File: src/verilog/tmw_pkg.sv
package tmw_pkg;
  // register byte offsets on the bus
  localparam logic [7:0] OFF_CTRL_A  = 8'h24;
  localparam logic [7:0] OFF_CTRL_B  = 8'h28;
  localparam logic [7:0] OFF_COUNT   = 8'h2c;
  localparam logic [7:0] OFF_CMP_A   = 8'h30;
  localparam logic [7:0] OFF_CMP_B   = 8'h34;
  localparam logic [7:0] OFF_STATUS  = 8'h38;
  localparam logic [7:0] OFF_MASK    = 8'h3c;
  localparam logic [7:0] OFF_PIN_DIR = 8'h40;
  // field positions
  localparam int OUT_A_HI      = 7;
  localparam int OUT_A_LO      = 6;
  localparam int OUT_B_HI      = 5;
  localparam int OUT_B_LO      = 4;
  localparam int WAVE_LOW_HI   = 1;
  localparam int WAVE_LOW_LO   = 0;
  localparam int WAVE_HIGH_BIT = 3;
  localparam int ST_OVF        = 0;
  localparam int ST_MATCH_A    = 1;
  localparam int ST_MATCH_B    = 2;
  // reset values and masks
  localparam logic [7:0] CTRL_A_RESET = 8'h00;
  localparam logic [7:0] CTRL_A_WMASK = 8'hf3;
  localparam logic [7:0] CNT_MAX      = 8'hff;
  localparam logic [7:0] CNT_BOTTOM   = 8'h00;
  localparam logic [7:0] CNT_ONE      = 8'h01;
  localparam logic [2:0] FLAGS_RESET  = 3'h0;
  localparam logic [1:0] DIR_RESET    = 2'h0;
  // waveform mode codes
  localparam logic [2:0] WM_NORMAL     = 3'h0;
  localparam logic [2:0] WM_PHASE_FF   = 3'h1;
  localparam logic [2:0] WM_CTC        = 3'h2;
  localparam logic [2:0] WM_FAST_FF    = 3'h3;
  localparam logic [2:0] WM_PHASE_CMPA = 3'h5;
  localparam logic [2:0] WM_FAST_CMPA  = 3'h7;
  // output mode codes
  localparam logic [1:0] OM_OFF    = 2'h0;
  localparam logic [1:0] OM_TOGGLE = 2'h1;
  localparam logic [1:0] OM_CLEAR  = 2'h2;
  localparam logic [1:0] OM_SET    = 2'h3;

  typedef enum logic [2:0] {KIND_NORMAL, KIND_CTC, KIND_FAST, KIND_PHASE, KIND_RSVD} tmw_kind_e;

  typedef struct packed {
    logic        cyc;
    logic        stb;
    logic        we;
    logic [7:0]  adr;
    logic [3:0]  sel;
    logic [31:0] dat;
  } tmw_wb_req_s;
endpackage

File: src/verilog/tmw_timer8.sv
// What this block does
// - counter moves only on clock cycles where the timer tick enable is high or the count register is written
// - nonzero output mode overrides the pin, but PWM toggle code without its enabling bit disconnects it; drive only when direction is output
// - non-PWM channel A: 00 off, 01 toggle, 10 clear, 11 set on match
// - non-PWM channel B: 00 off, 01 toggle, 10 clear, 11 set on match
// - PWM channel A mode 01 toggles on match only when high mode bit set
// - phase PWM channel A: 10 clear up-match set down-match, 11 inverse
// - fast PWM channel B: 10 and 11 like channel A, 01 reserved
// - phase PWM channel B: 10 and 11 like channel A, 01 reserved
// - PWM with compare equal top and upper mode bit: skip match, act at top
// - control register A bits 3 and 2 read as zero
// - three-bit mode selects normal, phase, clear-on-match, fast; 4 and 6 reserved
// - clear-on-match and mode 7 clear counter on A match; flags set on match
// - fast PWM counts to top then returns to zero next tick
// - phase PWM counts up to top, shows top one tick, then counts down
`timescale 1ns/1ps
module tmw_timer8
  import tmw_pkg::*;
(
  input  wire logic                 clk_i,         // 250 MHz i/o clock
  input  wire logic                 rst_i,         // sync reset, active high
  input  wire logic                 tick_i,        // timer tick enable from prescaler
  input  wire tmw_pkg::tmw_wb_req_s wb_i,          // wishbone request
  output logic                      wb_ack_o,      // wishbone ack
  output logic [31:0]               wb_dat_o,      // wishbone read data
  output logic                      wave_out_a_o,  // waveform a pin value
  output logic                      wave_oe_a_o,   // waveform a pin enable
  output logic                      wave_out_b_o,  // waveform b pin value
  output logic                      wave_oe_b_o,   // waveform b pin enable
  output logic                      irq_o          // level interrupt
);
  import tmw_pkg::*;

  logic [7:0] ctrl_a_reg;
  logic       wave_high_reg;
  logic [7:0] cnt_reg;
  logic [7:0] cnt_next;
  logic       dir_up_reg;
  logic       dir_up_next;
  logic [7:0] cmp_a_buf_reg;
  logic [7:0] cmp_b_buf_reg;
  logic [7:0] cmp_a_act_reg;
  logic [7:0] cmp_b_act_reg;
  logic [2:0] status_reg;
  logic [2:0] status_next;
  logic [2:0] mask_reg;
  logic [1:0] pin_dir_reg;
  logic       block_reg;
  logic       ack_reg;
  logic [31:0] rdat_reg;
  logic [1:0] wave_reg;
  logic [1:0] wave_next;
  logic [1:0] oe_reg;
  logic       irq_reg;

  // bus decode
  wire        bus_req  = wb_i.cyc & wb_i.stb & ~ack_reg;
  wire        bus_wr   = bus_req & wb_i.we & wb_i.sel[0];
  // irq uses the mask value that this edge stores, so it tracks flags and mask together
  wire [2:0]  mask_next;
  wire [7:0]  wdat     = wb_i.dat[7:0];
  wire        wr_ctl_a = bus_wr & (wb_i.adr == OFF_CTRL_A);
  wire        wr_ctl_b = bus_wr & (wb_i.adr == OFF_CTRL_B);
  wire        wr_cnt   = bus_wr & (wb_i.adr == OFF_COUNT);
  wire        wr_cmp_a = bus_wr & (wb_i.adr == OFF_CMP_A);
  wire        wr_cmp_b = bus_wr & (wb_i.adr == OFF_CMP_B);
  wire        wr_stat  = bus_wr & (wb_i.adr == OFF_STATUS);
  wire        wr_mask  = bus_wr & (wb_i.adr == OFF_MASK);
  wire        wr_dir   = bus_wr & (wb_i.adr == OFF_PIN_DIR);
  assign mask_next = wr_mask ? wdat[2:0] : mask_reg;

  wire [1:0]  out_a_mode    = ctrl_a_reg[OUT_A_HI:OUT_A_LO];
  wire [1:0]  out_b_mode    = ctrl_a_reg[OUT_B_HI:OUT_B_LO];
  wire [1:0]  wave_mode_low = ctrl_a_reg[WAVE_LOW_HI:WAVE_LOW_LO];
  wire [2:0]  wave_mode     = {wave_high_reg, wave_mode_low};

  // mode decode
  tmw_kind_e kind;
  assign kind = (wave_mode == WM_NORMAL)     ? KIND_NORMAL :
                (wave_mode == WM_CTC)        ? KIND_CTC :
                (wave_mode == WM_FAST_FF)    ? KIND_FAST :
                (wave_mode == WM_FAST_CMPA)  ? KIND_FAST :
                (wave_mode == WM_PHASE_FF)   ? KIND_PHASE :
                (wave_mode == WM_PHASE_CMPA) ? KIND_PHASE : KIND_RSVD;
  wire        is_pwm   = (kind == KIND_FAST) | (kind == KIND_PHASE);
  wire        top_cmpa = (wave_mode == WM_CTC) | (wave_mode == WM_PHASE_CMPA)
                       | (wave_mode == WM_FAST_CMPA);
  wire [7:0]  top_val  = top_cmpa ? cmp_a_act_reg : CNT_MAX;
  wire        at_top   = cnt_reg == top_val;
  wire        tick_top = tick_i & at_top;
  wire        upd_cmp  = tick_top & is_pwm;
  // a counter write removes the compare match on the next tick
  wire        m_a      = tick_i & ~block_reg & (cnt_reg == cmp_a_act_reg);
  wire        m_b      = tick_i & ~block_reg & (cnt_reg == cmp_b_act_reg);
  wire        ovf_max  = (kind == KIND_NORMAL) | (kind == KIND_CTC) | (kind == KIND_RSVD)
                       | (wave_mode == WM_FAST_FF);
  wire        ovf_ev   = tick_i & ((ovf_max & (cnt_reg == CNT_MAX))
                       | ((kind == KIND_PHASE) & (cnt_reg == CNT_BOTTOM))
                       | ((wave_mode == WM_FAST_CMPA) & at_top));

  // counter sequencing
  always_comb
  begin
    cnt_next    = cnt_reg;
    dir_up_next = dir_up_reg;
    if (wr_cnt)
    begin
      cnt_next = wdat;
    end
    else if (tick_i)
    begin
      case (kind)
        KIND_PHASE:
        begin
          if (dir_up_reg & (cnt_reg < top_val))
          begin
            cnt_next = cnt_reg + CNT_ONE;
          end
          else if (dir_up_reg)
          begin
            dir_up_next = 1'b0;
            cnt_next    = (cnt_reg == CNT_BOTTOM) ? CNT_BOTTOM : cnt_reg - CNT_ONE;
          end
          else if (cnt_reg == CNT_BOTTOM)
          begin
            dir_up_next = 1'b1;
            cnt_next    = (top_val == CNT_BOTTOM) ? CNT_BOTTOM : CNT_ONE;
          end
          else
          begin
            cnt_next = cnt_reg - CNT_ONE;
          end
        end
        KIND_CTC, KIND_FAST: cnt_next = at_top ? CNT_BOTTOM : cnt_reg + CNT_ONE;
        default: cnt_next = cnt_reg + CNT_ONE;
      endcase
    end
  end

  // hardware set wins over software write-one clear
  assign status_next = (status_reg & ~(wr_stat ? wdat[2:0] : 3'h0))
                     | {m_b, m_a, ovf_ev};

  // per-channel waveform generation
  genvar ch;
  generate
    for (ch = 0; ch < 2; ch = ch + 1)
    begin : g_chan
      wire [1:0] om      = (ch == 0) ? out_a_mode : out_b_mode;
      wire [7:0] cmp     = (ch == 0) ? cmp_a_act_reg : cmp_b_act_reg;
      wire       mt      = (ch == 0) ? m_a : m_b;
      // channel b has no toggle in PWM modes
      wire       tog_ok  = (ch == 0) & wave_high_reg;
      wire       cmp_top = cmp == top_val;
      wire       use_mt  = mt & ~(om[1] & cmp_top);
      // toggle code without its enabling mode bit leaves the pin disconnected in PWM
      wire       pin_off = is_pwm & (om == OM_TOGGLE) & ~tog_ok;
      always_comb
      begin
        wave_next[ch] = wave_reg[ch];
        case (kind)
          KIND_NORMAL, KIND_CTC:
          begin
            if (mt)
            begin
              case (om)
                OM_TOGGLE: wave_next[ch] = ~wave_reg[ch];
                OM_CLEAR:  wave_next[ch] = 1'b0;
                OM_SET:    wave_next[ch] = 1'b1;
                default:   wave_next[ch] = wave_reg[ch];
              endcase
            end
          end
          KIND_FAST:
          begin
            if ((om == OM_TOGGLE) & tog_ok & mt)
            begin
              wave_next[ch] = ~wave_reg[ch];
            end
            else if (om[1] & use_mt)
            begin
              wave_next[ch] = om[0];
            end
            else if (om[1] & tick_top)
            begin
              wave_next[ch] = ~om[0];
            end
          end
          KIND_PHASE:
          begin
            if ((om == OM_TOGGLE) & tog_ok & mt)
            begin
              wave_next[ch] = ~wave_reg[ch];
            end
            else if (om[1] & use_mt)
            begin
              wave_next[ch] = dir_up_reg ? om[0] : ~om[0];
            end
            else if (om[1] & cmp_top & tick_top & dir_up_reg)
            begin
              wave_next[ch] = ~om[0];
            end
          end
          default: wave_next[ch] = wave_reg[ch];
        endcase
      end
      always_ff @(posedge clk_i)
      begin
        if (rst_i)
        begin
          wave_reg[ch] <= 1'b0;
          oe_reg[ch]   <= 1'b0;
        end
        else
        begin
          wave_reg[ch] <= wave_next[ch];
          oe_reg[ch]   <= (|om) & ~pin_off & pin_dir_reg[ch];
        end
      end
    end
  endgenerate

  // read mux; unmapped addresses read zero
  wire [7:0] rd_byte =
      (wb_i.adr == OFF_CTRL_A)  ? (ctrl_a_reg & CTRL_A_WMASK) :
      (wb_i.adr == OFF_CTRL_B)  ? {4'h0, wave_high_reg, 3'h0} :
      (wb_i.adr == OFF_COUNT)   ? cnt_reg :
      (wb_i.adr == OFF_CMP_A)   ? cmp_a_buf_reg :
      (wb_i.adr == OFF_CMP_B)   ? cmp_b_buf_reg :
      (wb_i.adr == OFF_STATUS)  ? {5'h00, status_reg} :
      (wb_i.adr == OFF_MASK)    ? {5'h00, mask_reg} :
      (wb_i.adr == OFF_PIN_DIR) ? {6'h00, pin_dir_reg} : 8'h00;

  always_ff @(posedge clk_i)
  begin
    if (rst_i)
    begin
      ctrl_a_reg    <= CTRL_A_RESET;
      wave_high_reg <= 1'b0;
      cnt_reg       <= CNT_BOTTOM;
      dir_up_reg    <= 1'b1;
      block_reg     <= 1'b0;
      status_reg    <= FLAGS_RESET;
      mask_reg      <= FLAGS_RESET;
      pin_dir_reg   <= DIR_RESET;
      ack_reg       <= 1'b0;
      rdat_reg      <= 32'h0000_0000;
      irq_reg       <= 1'b0;
    end
    else
    begin
      ack_reg    <= bus_req;
      rdat_reg   <= bus_req ? {24'h00_0000, rd_byte} : 32'h0000_0000;
      cnt_reg    <= cnt_next;
      dir_up_reg <= (kind == KIND_PHASE) ? dir_up_next : 1'b1;
      block_reg  <= wr_cnt | (block_reg & ~tick_i);
      status_reg <= status_next;
      irq_reg    <= |(status_next & mask_next);
      if (wr_ctl_a)
      begin
        ctrl_a_reg <= wdat & CTRL_A_WMASK;
      end
      if (wr_ctl_b)
      begin
        wave_high_reg <= wdat[WAVE_HIGH_BIT];
      end
      mask_reg <= mask_next;
      if (wr_dir)
      begin
        pin_dir_reg <= wdat[1:0];
      end
    end
  end

  // compare buffers: direct in non-PWM, transferred at top in PWM
  always_ff @(posedge clk_i)
  begin
    if (rst_i)
    begin
      cmp_a_buf_reg <= CNT_BOTTOM;
      cmp_b_buf_reg <= CNT_BOTTOM;
      cmp_a_act_reg <= CNT_BOTTOM;
      cmp_b_act_reg <= CNT_BOTTOM;
    end
    else
    begin
      if (wr_cmp_a)
      begin
        cmp_a_buf_reg <= wdat;
      end
      if (wr_cmp_b)
      begin
        cmp_b_buf_reg <= wdat;
      end
      if (!is_pwm)
      begin
        cmp_a_act_reg <= wr_cmp_a ? wdat : cmp_a_buf_reg;
        cmp_b_act_reg <= wr_cmp_b ? wdat : cmp_b_buf_reg;
      end
      else if (upd_cmp)
      begin
        cmp_a_act_reg <= cmp_a_buf_reg;
        cmp_b_act_reg <= cmp_b_buf_reg;
      end
    end
  end

  assign wb_ack_o     = ack_reg;
  assign wb_dat_o     = rdat_reg;
  assign wave_out_a_o = wave_reg[0];
  assign wave_out_b_o = wave_reg[1];
  assign wave_oe_a_o  = oe_reg[0];
  assign wave_oe_b_o  = oe_reg[1];
  assign irq_o        = irq_reg;
endmodule

File: config.mk
export PLATFORM = sky130hd
export DESIGN_NAME = tmw_timer8
export DESIGN_NICKNAME = d
export VERILOG_FILES = /design/src/verilog/tmw_pkg.sv /design/src/verilog/tmw_timer8.sv
export SDC_FILE = /design/constraint.sdc
export NUM_CORES = 1
export LEC_CHECK = 0
export BUFFER_PORTS_ARGS = -buffer_cell sky130_fd_sc_hd__buf_2
export CORE_UTILIZATION = 56
export DETAILED_ROUTE_END_ITERATION = 12
export HOLD_SLACK_MARGIN = 0.1
export PLACE_DENSITY_LB_ADDON = 0.12
export SYNTH_ARGS = -nofsm -noshare
export SYNTH_HDL_FRONTEND = slang
export SYNTH_SLANG_ARGS = --single-unit
File: constraint.sdc
create_clock -name clk_i -period 3.4 [get_ports clk_i]
set_input_delay 0.17 -clock clk_i [delete_from_list [all_inputs] [get_ports clk_i]]
set_output_delay 0.17 -clock clk_i [all_outputs]
set_load 0.01 [all_outputs]
==> results by group <==
Status
  – Status: finished clean

Clock network
  – Worst skew pair latency: roughly 0.36 ns
  – Maximum clock path buffer count: 2
  – CTS tree: built
  – Cts hold-fix bufs: 0
  – Root Driver: clkbuf_8
  – Clk slew on worst S/H paths: 0.08 ns
  – H-Tree Depth: 3
  – Num Clock Sinks: between 70 and 80
  – Postcts setup bufs: 0
  – Cts bufs inserted: 9
  – # resized after CTS: 0

Worst setup path
  – Worst EP arrival: roughly 3.3 ns
  – Kind of critical path: register to register
  – Worst EP required: 3.62 ns
  – Startpoint Class: register
  – Reg-to-reg slack, setup: 0.28 ns
  – Worst-path maximum fanout: 14
  – Reg2reg path depth: 12
  – CP endpoint kind: register
  – R2R Path Start: ctrl_a_reg[0]
  – Worst r2r dst: cnt_reg[3]

STA
  – Final hold vios: 0
  – Fin crit period: 3.12 ns
  – Least-Margin Pin Slew: 0.956 ns
  – Final setup violation count: 0
  – Slew headroom: 36.2%
  – Post-route setup TNS: 0 ns
  – Clock skew after layout: around 0.013 ns
  – Final period util: 91.7%
  – Fmax: 0.321 GHz
  – Max Transition Viols Final: 0
  – RSZ-0062 raised after global routing: no

Global routing
  – Initial antenna violation count: 0
  – First-pass GRT wire length: slightly above 20 mm
  – Met1 Use GR: 43.0%
  – Vias in the first global route: 3832
  – Remaining global-route overflow: 0
  – Routing usage on met3: 5.39%
  – Largest net degree at the start of global routing: 51
  – Met2 GRT Util: approximately 52%
  – GR peak layer: met2
  – Total GRT Usage: 31.9%

Detailed routing
  – Routed vias: 4140
  – Post-route ant nets: 0
  – Total detailed-routing wirelength: about 13 mm
  – DRC violations left: 0
  – Routed len/inst: 19.2 um
  – DRT iter0 DRCs: 270
  – Detailed Routing Iterations Pass 1: 5
  – DR vias/cell: 6.20

Hold path
  – Min-delay src: wb_i[5]
  – Hold Crit Depth: 3
  – Hold EP: ctrl_a_reg[5]
  – Min-Delay Path Class: input port to register

Floorplan
  – Site row count: 32
  – I/O Pins: 88
  – Core Box Area: 7770 um^2
  – Starting Density: 58.0%
  – Die H: 91.7 um
  – Die area: 8410 um^2
  – Die W: just over 90 um

Placed design
  – # port buffers: 36
  – Post-DP HPWL: between 9 and 10 mm
  – Area after DPL: 4640 um^2
  – Gpl congestion: 0.902
  – Placed Cells: 652

Yosys
  – Mapped cell area: approximately 4500 um^2
  – Number of synthesized flops with an enable pin: 0
  – Avg Inst Size Synth: 8.31 um^2
  – Ys Warns: 0
  – Synth Instances: roughly 540
  – Seq/Total Area, Yosys: a little under a third
  – Main flop type after synthesis: dfxtp_1
  – Fraction of registers with async set/reset: 0%
  – Synth unique cells: 62
  – FF+latch count, synth: 71

Cells and area
  – Non-filler cells, final: about 670
  – Post-route cell area: 4880 um^2
  – Area Overhead vs Synth: 8.41%
  – Most frequent cells in the layout: dfxtp_1 (71), nor2_1 (65), mux2i_1 (41), a21oi_1 (38), buf_2 (36)
  – Fill count: 699
  – Share of cells above drive strength 1: roughly an eighth
  – Ant diodes: 0
  – Commonest non-fill, non-tap cell in the layout: dfxtp_1
  – Fin nets: 625

Flow run
  – Maxcap violations: 0

Pwr
  – Leakage: 1.84 nW
  – Power density cells: 384 nW/um^2
  – VDD IR max: approximately 0.00034 V
-- kinds of logic (layout without fill, tap and decap cells) --
| family | after synthesis | after routing | synth area share (%) |
|---|---|---|---|
| flip-flops | 71 | 71 | 31.5 |
| AND/OR/NAND/NOR | 181 | 181 | 20.0 |
| AO/OA/AOI/OAI | 127 | 127 | 20.3 |
| adder cells (fa/ha/maj) | 14 | 14 | 3.89 |
| buffers and inverters | 74 | 75 | 8.55 |
| XOR/XNOR | 31 | 31 | 6.03 |
| other | 1 | 24 | 0.0832 |
| multiplexers | 43 | 43 | 9.61 |
-- worst max path at each step --
| stage | slack, ns | cells after the start | to | from |
|---|---|---|---|---|
| after floorplan | 0.31 | 13 | cmp_a_act_reg[4] | ctrl_a_reg[1] |
| after global routing | 0.06 | 12 | cnt_reg[3] | ctrl_a_reg[0] |
| after global placement | 0.45 | 11 | cnt_reg[5] | g_chan[0].tog_ok |
| final | 0.28 | 12 | cnt_reg[3] | ctrl_a_reg[0] |
| after CTS | 0.31 | 12 | cnt_reg[3] | ctrl_a_reg[0] |
| after detailed placement | 0.35 | 12 | cnt_reg[3] | ctrl_a_reg[0] |
-- layer usage --
| layer | vias to the layer above | wire length (um) |
|---|---|---|
| li1 | 1951 | - |
| met1 | 1964 | 5500 |
| met2 | 193 | 5950 |
| met3 | 32 | 1030 |
| met4 | 0 | 343 |
| met5 | - | 0 |
-- where the power goes --
| part | switching (mW) | internal [mW] |
|---|---|---|
| clock | 0.354 | 0.493 |
| sequential | 0.0288 | 0.840 |
| combinational | 0.0992 | 0.0624 |
-- cell type report --
type                            count  area, um^2  share of cell area [%]
Inverter                           12        45.0                   0.922
Timing Repair Buffer               47         263                    5.38
Clock inverter                      6         115                    2.36
Clock buffer                       10         128                    2.61
Tap cell                          102         128                    2.61
Sequential cell                    71        1420                    29.1
Multi-Input combinational cell    420        2790                    57.0
-- Yosys cell counts, types with 3 or more instances --
master     number  area, um^2
a2111oi_0       5        43.8
a211o_1         6        52.6
a211oi_1        4        30.0
a21o_1          3        22.5
a21oi_1        38         190
a21oi_2         3        26.3
a221oi_1        4        35.0
a22oi_1        13        97.6
a31oi_1         3        18.8
and2_1          9        56.3
and3_1          8        50.1
buf_1           3        11.3
buf_4          24         180
clkbuf_1       31         116
dfxtp_1        71        1420
ha_1           14         175
inv_1          12        45.0
mux2i_1        41         410
nand2_1        25        93.8
nand2b_1        8        50.1
nand3_1        10        50.1
nand4_1         9        56.3
nor2_1         65         244
nor2b_1         6        37.5
nor3_1         20         100
nor4_1          4        25.0
o211ai_1        4        30.0
o21ai_0         5        25.0
o22ai_1         6        37.5
o2bb2ai_1      15         131
or2_2           3        18.8
xnor2_1        23         201
xor2_1          8        70.1
-- worst max-delay path, cell delays in order, from the launching register on --
cell and delay (ns):
dfxtp_1 0.32, buf_4 0.19, nand2_1 0.20, buf_4 0.22
and2_1 0.18, nor2_1 0.06, ha_1 0.32, o21a_1 0.13
o211ai_1 0.08, a21o_1 0.25, a21oi_1 0.48, a21oi_1 0.13
a2111oi_0 0.42
-- metrics by stage --
step                utilization (%)  worst slack (ns)  power (mW)  hold slack [ns]
CTS                            62.9             0.310        1.88            0.139
detailed placement             59.8             0.346        1.05            0.472
global route                   62.9            0.0602        1.93            0.152
floorplan                         -             0.306        1.01            0.309
global placement               59.8             0.451        1.04            0.462
finish                         62.9             0.282        1.88            0.144
Power figures use the tool's default switching activity.
